### config.mk
export PLATFORM = sky130hd
export DESIGN_NAME = bcd_time_of_day_counters
export DESIGN_NICKNAME = d
export VERILOG_FILES = /design/src/logic/rtc_count_pkg.sv /design/src/logic/bcd_digit_step.sv /design/src/logic/bcd_time_of_day_counters.sv
export SDC_FILE = /design/constraint.sdc
export NUM_CORES = 1
export LEC_CHECK = 0
export BUFFER_PORTS_ARGS = -buffer_cell sky130_fd_sc_hd__buf_4
export CAP_MARGIN = 20
export CORE_UTILIZATION = 50
export CTS_CLUSTER_DIAMETER = 40
export DETAILED_ROUTE_END_ITERATION = 6
export PLACE_DENSITY = 0.8
export SKIP_CTS_REPAIR_TIMING = 1
export SYNTH_ARGS = -nofsm -noshare
export SYNTH_HDL_FRONTEND = slang
export SYNTH_SLANG_ARGS = --single-unit
### constraint.sdc
create_clock -name clk_sys -period 3.7 [get_ports clk_sys]
set_clock_uncertainty 0.05 [all_clocks]
set_input_delay 0.37 -clock clk_sys [delete_from_list [all_inputs] [get_ports clk_sys]]
set_output_delay 0.37 -clock clk_sys [all_outputs]
set_load 0.01 [all_outputs]
### src/logic/rtc_count_pkg.sv
// Package of offsets, field layouts, reset values and timing for the BCD time counters
package rtc_count_pkg;

    // Register offsets are not all multiples of four: they are word indexes
    localparam logic [7:0] IDX_SECONDS     = 8'h08;
    localparam logic [7:0] IDX_MINUTES     = 8'h09;
    localparam logic [7:0] IDX_HOURS       = 8'h0A;
    localparam logic [7:0] IDX_DAY         = 8'h0B;
    localparam logic [7:0] IDX_WEEKDAY     = 8'h0C;
    localparam logic [7:0] IDX_MONTH       = 8'h0D;
    localparam logic [7:0] IDX_YEAR        = 8'h0E;
    localparam logic [7:0] IDX_TICK_CTRL   = 8'h0F;

    // Field masks of implemented bits
    localparam logic [7:0] MASK_SECONDS    = 8'h7F;
    localparam logic [7:0] MASK_MINUTES    = 8'h7F;
    localparam logic [7:0] MASK_HOURS      = 8'h7F;
    localparam logic [7:0] MASK_DAY        = 8'h3F;
    localparam logic [7:0] MASK_WEEKDAY    = 8'h07;
    localparam logic [7:0] MASK_MONTH      = 8'h1F;
    localparam logic [7:0] MASK_YEAR       = 8'h7F;

    // Hours field positions
    localparam int HOUR_MODE_BIT           = 6;
    localparam int HOUR_PM_BIT             = 5;

    // Limits in BCD
    localparam logic [7:0] BCD_59          = 8'h59;
    localparam logic [7:0] BCD_23          = 8'h23;
    localparam logic [7:0] BCD_12          = 8'h12;
    localparam logic [7:0] BCD_11          = 8'h11;
    localparam logic [7:0] BCD_79          = 8'h79;
    localparam logic [7:0] BCD_31          = 8'h31;
    localparam logic [7:0] BCD_30          = 8'h30;
    localparam logic [7:0] BCD_29          = 8'h29;
    localparam logic [7:0] BCD_28          = 8'h28;
    localparam logic [7:0] MONTH_FEB       = 8'h02;
    localparam logic [2:0] WEEKDAY_MAX     = 3'h7;

    // Reset values: 00:00:00 24-hour, day 1, Sunday, January, year 00
    localparam logic [7:0] RST_SECONDS     = 8'h00;
    localparam logic [7:0] RST_MINUTES     = 8'h00;
    localparam logic [7:0] RST_HOURS       = 8'h00;
    localparam logic [7:0] RST_DAY         = 8'h01;
    localparam logic [2:0] RST_WEEKDAY     = 3'h1;
    localparam logic [7:0] RST_MONTH       = 8'h01;
    localparam logic [7:0] RST_YEAR        = 8'h00;
    localparam logic       RST_TICK_EN     = 1'b1;

    // Tick timing
    localparam longint CLK_HZ              = 100000000;
    localparam longint TICK_PERIOD_S       = 1;
    localparam longint TICK_CYCLES         = CLK_HZ * TICK_PERIOD_S;

    // AHB-Lite codes
    localparam logic [1:0] HTRANS_NONSEQ   = 2'h2;
    localparam logic [1:0] HTRANS_SEQ      = 2'h3;
    localparam logic [2:0] HSIZE_WORD      = 3'h2;

endpackage

### src/logic/bcd_digit_step.sv
// Two-digit BCD increment with wrap to a minimum past a maximum
`timescale 1ns/1ps
`default_nettype none
module bcd_digit_step (
    input  wire logic [7:0] value,
    input  wire logic [7:0] max_value,
    input  wire logic [7:0] min_value,
    output logic      [7:0] next_value,
    output logic            wrap
);
    wire        units_nine = (value[3:0] == 4'h9);
    wire [3:0]  units_inc  = 4'(value[3:0] + 4'h1);
    wire [3:0]  tens_inc   = 4'(value[7:4] + 4'h1);
    wire [7:0]  plain_inc  = units_nine ? {tens_inc, 4'h0} : {value[7:4], units_inc};

    assign wrap       = (value >= max_value);
    assign next_value = wrap ? min_value : plain_inc;
endmodule
`default_nettype wire

### src/logic/bcd_time_of_day_counters.sv
// Top of the BCD time-of-day counter chain with its AHB-Lite register slave
// Operation
// - Every counter except the weekday holds tens and units as separate BCD digit groups.
// - Seconds at index 08h count 0 to 59 in bits 6..0, bit 7 unused.
// - Minutes at index 09h count 0 to 59 in bits 6..0, bit 7 unused.
// - Hours at index 0Ah with bit 6 set count 1 to 12 in bits 4..0 with bit 5 as afternoon flag.
// - Hours with bit 6 clear count 0 to 23 in BCD in bits 5..0.
// - Day of month at index 0Bh counts 1 to 31 in bits 5..0, bits 7..6 unused.
// - February has a 29th day whenever the year value is divisible by 4, year 00 included.
// - Weekday at index 0Ch counts 1 to 7 in bits 2..0, Sunday being 1 by default.
// - Unimplemented bits of the counter registers read as zero.
// - The month counter takes the day carry and counts 1 to 12 in bits 4..0.
// - The year counter counts 0 to 79 in bits 6..0 for years 2000 onward.
`timescale 1ns/1ps
`default_nettype none
module bcd_time_of_day_counters #(
    parameter longint TICK_CYCLES = rtc_count_pkg::TICK_CYCLES
) (
    input  wire logic        clk_sys,
    input  wire logic        rst_n,
    input  wire logic        hsel,
    input  wire logic [31:0] haddr,
    input  wire logic [1:0]  htrans,
    input  wire logic        hwrite,
    input  wire logic [2:0]  hsize,
    input  wire logic [31:0] hwdata,
    input  wire logic        hready,
    output logic      [31:0] hrdata,
    output logic             hreadyout,
    output logic             hresp,
    output logic             second_tick
);
    if (TICK_CYCLES < 2 || TICK_CYCLES > 64'h0000_0000_FFFF_FFFF) begin : g_tick_range
        $error("TICK_CYCLES out of range");
    end

    // Reset release through two flip-flops
    logic rst_meta_r;
    logic rst_sync_r;
    always_ff @(posedge clk_sys or negedge rst_n) begin
        if (!rst_n) begin
            rst_meta_r <= 1'b0;
            rst_sync_r <= 1'b0;
        end else begin
            rst_meta_r <= 1'b1;
            rst_sync_r <= rst_meta_r;
        end
    end
    wire rst_i_n = rst_sync_r;

    // AHB-Lite address phase capture
    logic        wr_pend_r;
    logic [7:0]  wr_idx_r;
    wire         addr_take = hsel && hready && htrans[1];
    wire  [7:0]  addr_idx  = haddr[9:2];
    // hsize is not decoded: every register is one whole word
    always_ff @(posedge clk_sys or negedge rst_i_n) begin
        if (!rst_i_n) begin
            wr_pend_r <= 1'b0;
            wr_idx_r  <= 8'h00;
        end else begin
            wr_pend_r <= addr_take && hwrite;
            wr_idx_r  <= addr_idx;
        end
    end
    wire [7:0] wdat = hwdata[7:0];
    wire wr_sec  = wr_pend_r && (wr_idx_r == rtc_count_pkg::IDX_SECONDS);
    wire wr_min  = wr_pend_r && (wr_idx_r == rtc_count_pkg::IDX_MINUTES);
    wire wr_hour = wr_pend_r && (wr_idx_r == rtc_count_pkg::IDX_HOURS);
    wire wr_day  = wr_pend_r && (wr_idx_r == rtc_count_pkg::IDX_DAY);
    wire wr_wday = wr_pend_r && (wr_idx_r == rtc_count_pkg::IDX_WEEKDAY);
    wire wr_mon  = wr_pend_r && (wr_idx_r == rtc_count_pkg::IDX_MONTH);
    wire wr_year = wr_pend_r && (wr_idx_r == rtc_count_pkg::IDX_YEAR);
    wire wr_ctrl = wr_pend_r && (wr_idx_r == rtc_count_pkg::IDX_TICK_CTRL);

    // Counter registers
    logic [7:0] sec_r;
    logic [7:0] min_r;
    logic [7:0] hour_r;
    logic [7:0] day_r;
    logic [2:0] wday_r;
    logic [7:0] mon_r;
    logic [7:0] year_r;
    logic       tick_en_r;

    // One-second divider, restarted whenever seconds are written
    logic [31:0] div_r;
    logic        tick_r;
    wire  [31:0] div_last = 32'(TICK_CYCLES - 1);
    wire         div_end  = (div_r == div_last);
    wire  [31:0] div_nxt  = (div_end || wr_sec || !tick_en_r) ? 32'h0000_0000
                                                              : 32'(div_r + 32'h0000_0001);
    always_ff @(posedge clk_sys or negedge rst_i_n) begin
        if (!rst_i_n) begin
            div_r  <= 32'h0000_0000;
            tick_r <= 1'b0;
        end else begin
            div_r  <= div_nxt;
            tick_r <= div_end && tick_en_r && !wr_sec;
        end
    end

    // Per-counter step logic
    wire [7:0] sec_step;
    wire [7:0] min_step;
    wire [7:0] h24_step;
    wire [7:0] h12_step;
    wire [7:0] day_step;
    wire [7:0] mon_step;
    wire [7:0] year_step;
    wire       sec_wrap;
    wire       min_wrap;
    wire       h24_wrap;
    wire       day_wrap;
    wire       mon_wrap;

    // Month length with leap-year February
    // Leap test on BCD: odd tens digit needs units 2 or 6, even tens 0, 4 or 8
    wire       leap       = (year_r[4] ? (year_r[1:0] == 2'h2) : (year_r[1:0] == 2'h0));
    wire       mon_short  = (mon_r == 8'h04) || (mon_r == 8'h06) || (mon_r == 8'h09)
                            || (mon_r == 8'h11);
    wire [7:0] day_max    = (mon_r == rtc_count_pkg::MONTH_FEB)
                            ? (leap ? rtc_count_pkg::BCD_29 : rtc_count_pkg::BCD_28)
                            : (mon_short ? rtc_count_pkg::BCD_30 : rtc_count_pkg::BCD_31);

    bcd_digit_step u_sec (
        .value      (sec_r),
        .max_value  (rtc_count_pkg::BCD_59),
        .min_value  (8'h00),
        .next_value (sec_step),
        .wrap       (sec_wrap)
    );
    bcd_digit_step u_min (
        .value      (min_r),
        .max_value  (rtc_count_pkg::BCD_59),
        .min_value  (8'h00),
        .next_value (min_step),
        .wrap       (min_wrap)
    );
    bcd_digit_step u_h24 (
        .value      ({2'b00, hour_r[5:0]}),
        .max_value  (rtc_count_pkg::BCD_23),
        .min_value  (8'h00),
        .next_value (h24_step),
        .wrap       (h24_wrap)
    );
    bcd_digit_step u_h12 (
        .value      ({3'b000, hour_r[4:0]}),
        .max_value  (rtc_count_pkg::BCD_12),
        .min_value  (8'h01),
        .next_value (h12_step),
        .wrap       ()
    );
    bcd_digit_step u_day (
        .value      (day_r),
        .max_value  (day_max),
        .min_value  (8'h01),
        .next_value (day_step),
        .wrap       (day_wrap)
    );
    bcd_digit_step u_mon (
        .value      (mon_r),
        .max_value  (rtc_count_pkg::BCD_12),
        .min_value  (8'h01),
        .next_value (mon_step),
        .wrap       (mon_wrap)
    );
    bcd_digit_step u_year (
        .value      (year_r),
        .max_value  (rtc_count_pkg::BCD_79),
        .min_value  (8'h00),
        .next_value (year_step),
        .wrap       ()
    );

    // Carry chain
    wire       mode12    = hour_r[rtc_count_pkg::HOUR_MODE_BIT];
    wire       pm        = hour_r[rtc_count_pkg::HOUR_PM_BIT];
    wire       h12_at11  = ({3'b000, hour_r[4:0]} == rtc_count_pkg::BCD_11);
    wire       c_min     = tick_r && sec_wrap;
    wire       c_hour    = c_min && min_wrap;
    wire       c_day     = c_hour && (mode12 ? (h12_at11 && pm) : h24_wrap);
    wire       c_mon     = c_day && day_wrap;
    wire       c_year    = c_mon && mon_wrap;
    wire       pm_nxt    = h12_at11 ? !pm : pm;
    wire [7:0] hour_step = mode12 ? {1'b0, 1'b1, pm_nxt, h12_step[4:0]}
                                  : {1'b0, 1'b0, h24_step[5:0]};
    // A day carry also steps the weekday, 7 wrapping to 1
    wire [2:0] wday_step = (wday_r >= rtc_count_pkg::WEEKDAY_MAX)
                           ? 3'h1 : 3'(wday_r + 3'h1);

    // Software writes take precedence over a coinciding count step
    wire [7:0] sec_nxt  = wr_sec  ? (wdat & rtc_count_pkg::MASK_SECONDS)
                                  : (tick_r ? sec_step : sec_r);
    wire [7:0] min_nxt  = wr_min  ? (wdat & rtc_count_pkg::MASK_MINUTES)
                                  : (c_min ? min_step : min_r);
    wire [7:0] hour_nxt = wr_hour ? (wdat & rtc_count_pkg::MASK_HOURS)
                                  : (c_hour ? hour_step : hour_r);
    wire [7:0] day_nxt  = wr_day  ? (wdat & rtc_count_pkg::MASK_DAY)
                                  : (c_day ? day_step : day_r);
    wire [2:0] wday_nxt = wr_wday ? wdat[2:0] : (c_day ? wday_step : wday_r);
    wire [7:0] mon_nxt  = wr_mon  ? (wdat & rtc_count_pkg::MASK_MONTH)
                                  : (c_mon ? mon_step : mon_r);
    wire [7:0] year_nxt = wr_year ? (wdat & rtc_count_pkg::MASK_YEAR)
                                  : (c_year ? year_step : year_r);
    wire       tick_en_nxt = wr_ctrl ? wdat[0] : tick_en_r;

    // One short flop block per counter, each beside its reset value
    always_ff @(posedge clk_sys or negedge rst_i_n) begin
        if (!rst_i_n) begin
            sec_r <= rtc_count_pkg::RST_SECONDS;
        end else begin
            sec_r <= sec_nxt;
        end
    end

    always_ff @(posedge clk_sys or negedge rst_i_n) begin
        if (!rst_i_n) begin
            min_r <= rtc_count_pkg::RST_MINUTES;
        end else begin
            min_r <= min_nxt;
        end
    end

    always_ff @(posedge clk_sys or negedge rst_i_n) begin
        if (!rst_i_n) begin
            hour_r <= rtc_count_pkg::RST_HOURS;
        end else begin
            hour_r <= hour_nxt;
        end
    end

    always_ff @(posedge clk_sys or negedge rst_i_n) begin
        if (!rst_i_n) begin
            day_r <= rtc_count_pkg::RST_DAY;
        end else begin
            day_r <= day_nxt;
        end
    end

    always_ff @(posedge clk_sys or negedge rst_i_n) begin
        if (!rst_i_n) begin
            wday_r <= rtc_count_pkg::RST_WEEKDAY;
        end else begin
            wday_r <= wday_nxt;
        end
    end

    always_ff @(posedge clk_sys or negedge rst_i_n) begin
        if (!rst_i_n) begin
            mon_r <= rtc_count_pkg::RST_MONTH;
        end else begin
            mon_r <= mon_nxt;
        end
    end

    always_ff @(posedge clk_sys or negedge rst_i_n) begin
        if (!rst_i_n) begin
            year_r <= rtc_count_pkg::RST_YEAR;
        end else begin
            year_r <= year_nxt;
        end
    end

    always_ff @(posedge clk_sys or negedge rst_i_n) begin
        if (!rst_i_n) begin
            tick_en_r <= rtc_count_pkg::RST_TICK_EN;
        end else begin
            tick_en_r <= tick_en_nxt;
        end
    end

    // Read mux; unimplemented bits and unmapped indexes read zero
    wire [7:0] rd_byte =
        (addr_idx == rtc_count_pkg::IDX_SECONDS)   ? sec_nxt  :
        (addr_idx == rtc_count_pkg::IDX_MINUTES)   ? min_nxt  :
        (addr_idx == rtc_count_pkg::IDX_HOURS)     ? hour_nxt :
        (addr_idx == rtc_count_pkg::IDX_DAY)       ? day_nxt  :
        (addr_idx == rtc_count_pkg::IDX_WEEKDAY)   ? {5'h00, wday_nxt} :
        (addr_idx == rtc_count_pkg::IDX_MONTH)     ? mon_nxt  :
        (addr_idx == rtc_count_pkg::IDX_YEAR)      ? year_nxt :
        (addr_idx == rtc_count_pkg::IDX_TICK_CTRL) ? {7'h00, tick_en_nxt} :
        8'h00;
    wire rd_take = addr_take && !hwrite;

    always_ff @(posedge clk_sys or negedge rst_i_n) begin
        if (!rst_i_n) begin
            hrdata      <= 32'h0000_0000;
            hreadyout   <= 1'b1;
            hresp       <= 1'b0;
            second_tick <= 1'b0;
        end else begin
            hrdata      <= rd_take ? {24'h00_0000, rd_byte} : 32'h0000_0000;
            hreadyout   <= 1'b1;
            hresp       <= 1'b0;
            second_tick <= tick_r;
        end
    end
endmodule
`default_nettype wire

==> metrics <==
Final GP Congestion=~0.95; pre-CTS WS=-0.153 ns; VDD IR-drop max=between 0.2 and 0.3 mV; pwr/cell area=around 310 mW/mm²; Min-Delay Path Class=reg2async; syn avg cell area=between 9 and 10 µm²; commonest cells after routing, fill and taps aside=dfrtp_1, nor2_1, nand2_1, buf_4, conb_1; worst slew pin tran=about 0.8 ns; grt met1 use=roughly 36%; DR WL/cell=18.5 µm; # DRC=0; total iterations of the first detailed-routing run=5; GRT busiest layer=met2; die width=around 120 µm; GR Layer Usage met3=about 6.1%; worst r2r src=mon_r[4]; Die Height=approximately 120 µm; Setup crit start kind=register; CP arrival=between 3 and 4 ns; vias in the first global route=5572; Tot GR Track Use=a little over a quarter; post-synthesis sequential area ratio=40.5%; first-pass GRT wire length=27800 µm; clock root cell=clkbuf_16; I/O pin count=around 110; Fmax=around 280 MHz; TritonCTS clock tree=built; setup_tns=0 ns; Tcrit/Tclk final=a little over nine tenths; Max Cap Viol=0; most used flip-flop cell after synthesis=dfrtp_1; Post-DRT Antenna Nets=0; min Tclk post-route=~3.6 ns; share of layout cells above drive strength 1=18.2%; P_leak=2.98 nW; register bit count reported by yosys=about 110; Final setup viols=0; slew margin rel.=a little under half; area of the mapped netlist=around 0.0065 mm²; worst r2r dst=hrdata[1]; total CTS buffers=9; gr ovfl total=0; CP Class=reg2reg; global-route track usage on met2=a little over two fifths; number of flops mapped to enable cells by yosys=0; clock-pin slew on the worst setup and hold paths=roughly 0.07 ns; DP HPWL=around 13000 µm; vias per std cell=approximately 6.1; Req. time, crit path=just under 4 ns; most common cell after layout, fill and taps aside=dfrtp_1; antenna cell count=0; Core Rows=41; Core ar.=around 0.013 mm²; Nets=about 860; H-tree depth=3; status=completed; antenna violations before repair=0; I/O Buffers=29; worst skew pair latency=between 0.3 and 0.4 ns; Syn-to-layout area delta=14.4%; Final Max Tran Viols=0; largest net degree at the start of global routing=66; synth unique cells=approximately 80; R2R Setup Slk=approximately 0.11 ns; PnR worst setup slack=0.108 ns; Initial Utilization=between 50% and 60%; clk sinks=105; yosys warns=0; DR iter-0 viols=approximately 560; via count=roughly 5800; RSZ-0062 raised after global routing=yes; Setup crit end kind=register; drt total wl=17400 µm; maximum clock path buffer count=2; DIE AREA=0.0135 mm²; R2R cell count=17; Final Hold Fails=0; fraction of registers with async set/reset=100%; Post-Synthesis Cells=~720; worst-path maximum fanout=4
layer usage:
| metal | vias to the layer above | part of all wire (%) |
|---|---|---|
| met1 | 2814 | 42 |
| met5 | - | 0 |
| li1 | 2631 | - |
| met4 | 0 | 2.9 |
| met2 | 265 | 48 |
| met3 | 45 | 7.7 |
area by class of cell:
class / instances / area [µm²]
clock buffers: 9 / 225
clock inverters: 7 / 75.1
fillers: 1124 / 5190
inverters: 25 / 93.8
multi-input cells: 563 / 3730
flip-flops and latches: 105 / 2640
well taps: 172 / 215
repair buffers: 59 / 453
report_power, final:
group	leakage [nW]	internal (mW)	switching (mW)
sequential	1.28	1.16	0.0205
clock	0.141	0.477	0.473
combinational	1.55	0.0591	0.119
total	2.98	1.70	0.612
through the flow:
step | instance area (µm²) | power [mW] | cells | utilization (%) | hold slack [ns]
final | 7430 | 2.31 | 940 | 58.9 | 0.0585
after global routing | 7430 | 2.40 | 940 | 58.9 | 0.0594
after CTS | 7240 | 2.31 | 938 | 57.3 | -0.272
after detailed placement | 6940 | 1.37 | 922 | 55.0 | 0.0563
after global placement | 6940 | 1.37 | 922 | 55.0 | 0.0520
after floorplan | 6590 | 1.32 | 742 | - | 0.0244
critical path, cell delays in order, from the launching register on:
cell and delay (ns):
dfrtp_1 0.40, inv_2 0.09, ha_4 0.13, nor3b_2 0.14, a31oi_1 0.06, o21ai_1 0.15, o311ai_1 0.13, ha_1 0.31
or4b_4 0.50, a221oi_4 0.33, nand2_2 0.13, buf_6 0.15, buf_6 0.12, o211ai_1 0.14, a211oi_2 0.14, nor4_2 0.21
a211oi_1 0.11, a21oi_1 0.21
logic make-up after synthesis:
kind of cell             Yosys count  share of synthesized area (%)
AO/OA/AOI/OAI                    156                           17.5
buffers and inverters             74                           6.07
other                              2                          0.116
multiplexers                      17                           2.75
XOR/XNOR                          40                           5.39
adder cells (fa/ha/maj)           20                           3.85
flip-flops                       105                           40.5
AND/OR/NAND/NOR                  303                           23.8
synthesized netlist by cell type (all sizes together), types with 7 or more instances:
cell    number  area share [%]
ha          20             3.9
nor4        15             2.0
inv         24             1.4
xnor2       14             1.9
dfrtp      101              39
buf         35             3.8
or3          9            0.87
a21oi       24             1.9
mux2i       10             1.5
nand3       26             2.1
a211oi       9             1.1
xor2        26             3.5
nor3        16             1.2
and2         7            0.67
a31oi       10            0.96
and3        14             1.3
nor2        85             4.9
nand4       10            0.96
nand2       80             4.7
clkbuf      14            0.81
o31ai        9             1.0
o21ai       30             2.5
mux2         7             1.2
nand2b       9            0.87
worst max path at each step:
| stage | end | cells past startpoint | startpoint | slack, ns |
|---|---|---|---|---|
| final | hrdata[1] | 17 | mon_r[4] | 0.11 |
| after global routing | hrdata[3] | 16 | mon_r[4] | -0.08 |
| after CTS | hrdata[1] | 16 | mon_r[4] | -0.21 |
| after detailed placement | hrdata[3] | 16 | mon_r[4] | -0.15 |
| after global placement | hrdata[3] | 13 | mon_r[4] | -0.07 |
| after floorplan | hrdata[3] | 14 | mon_r[0] | 0.08 |
sequential cells by signal, indices dropped and copies added, names as in the netlist:
register     flops
div_r           32
day_r            8
hour_r           8
hrdata           8
min_r            8
mon_r            8
sec_r            8
wr_idx_r         8
year_r           8
wday_r           3
rst_i_n          1
rst_meta_r       1
second_tick      1
tick_en_r        1
tick_r           1
wr_pend_r        1
Note: power is estimated with default switching activity, not from simulation.
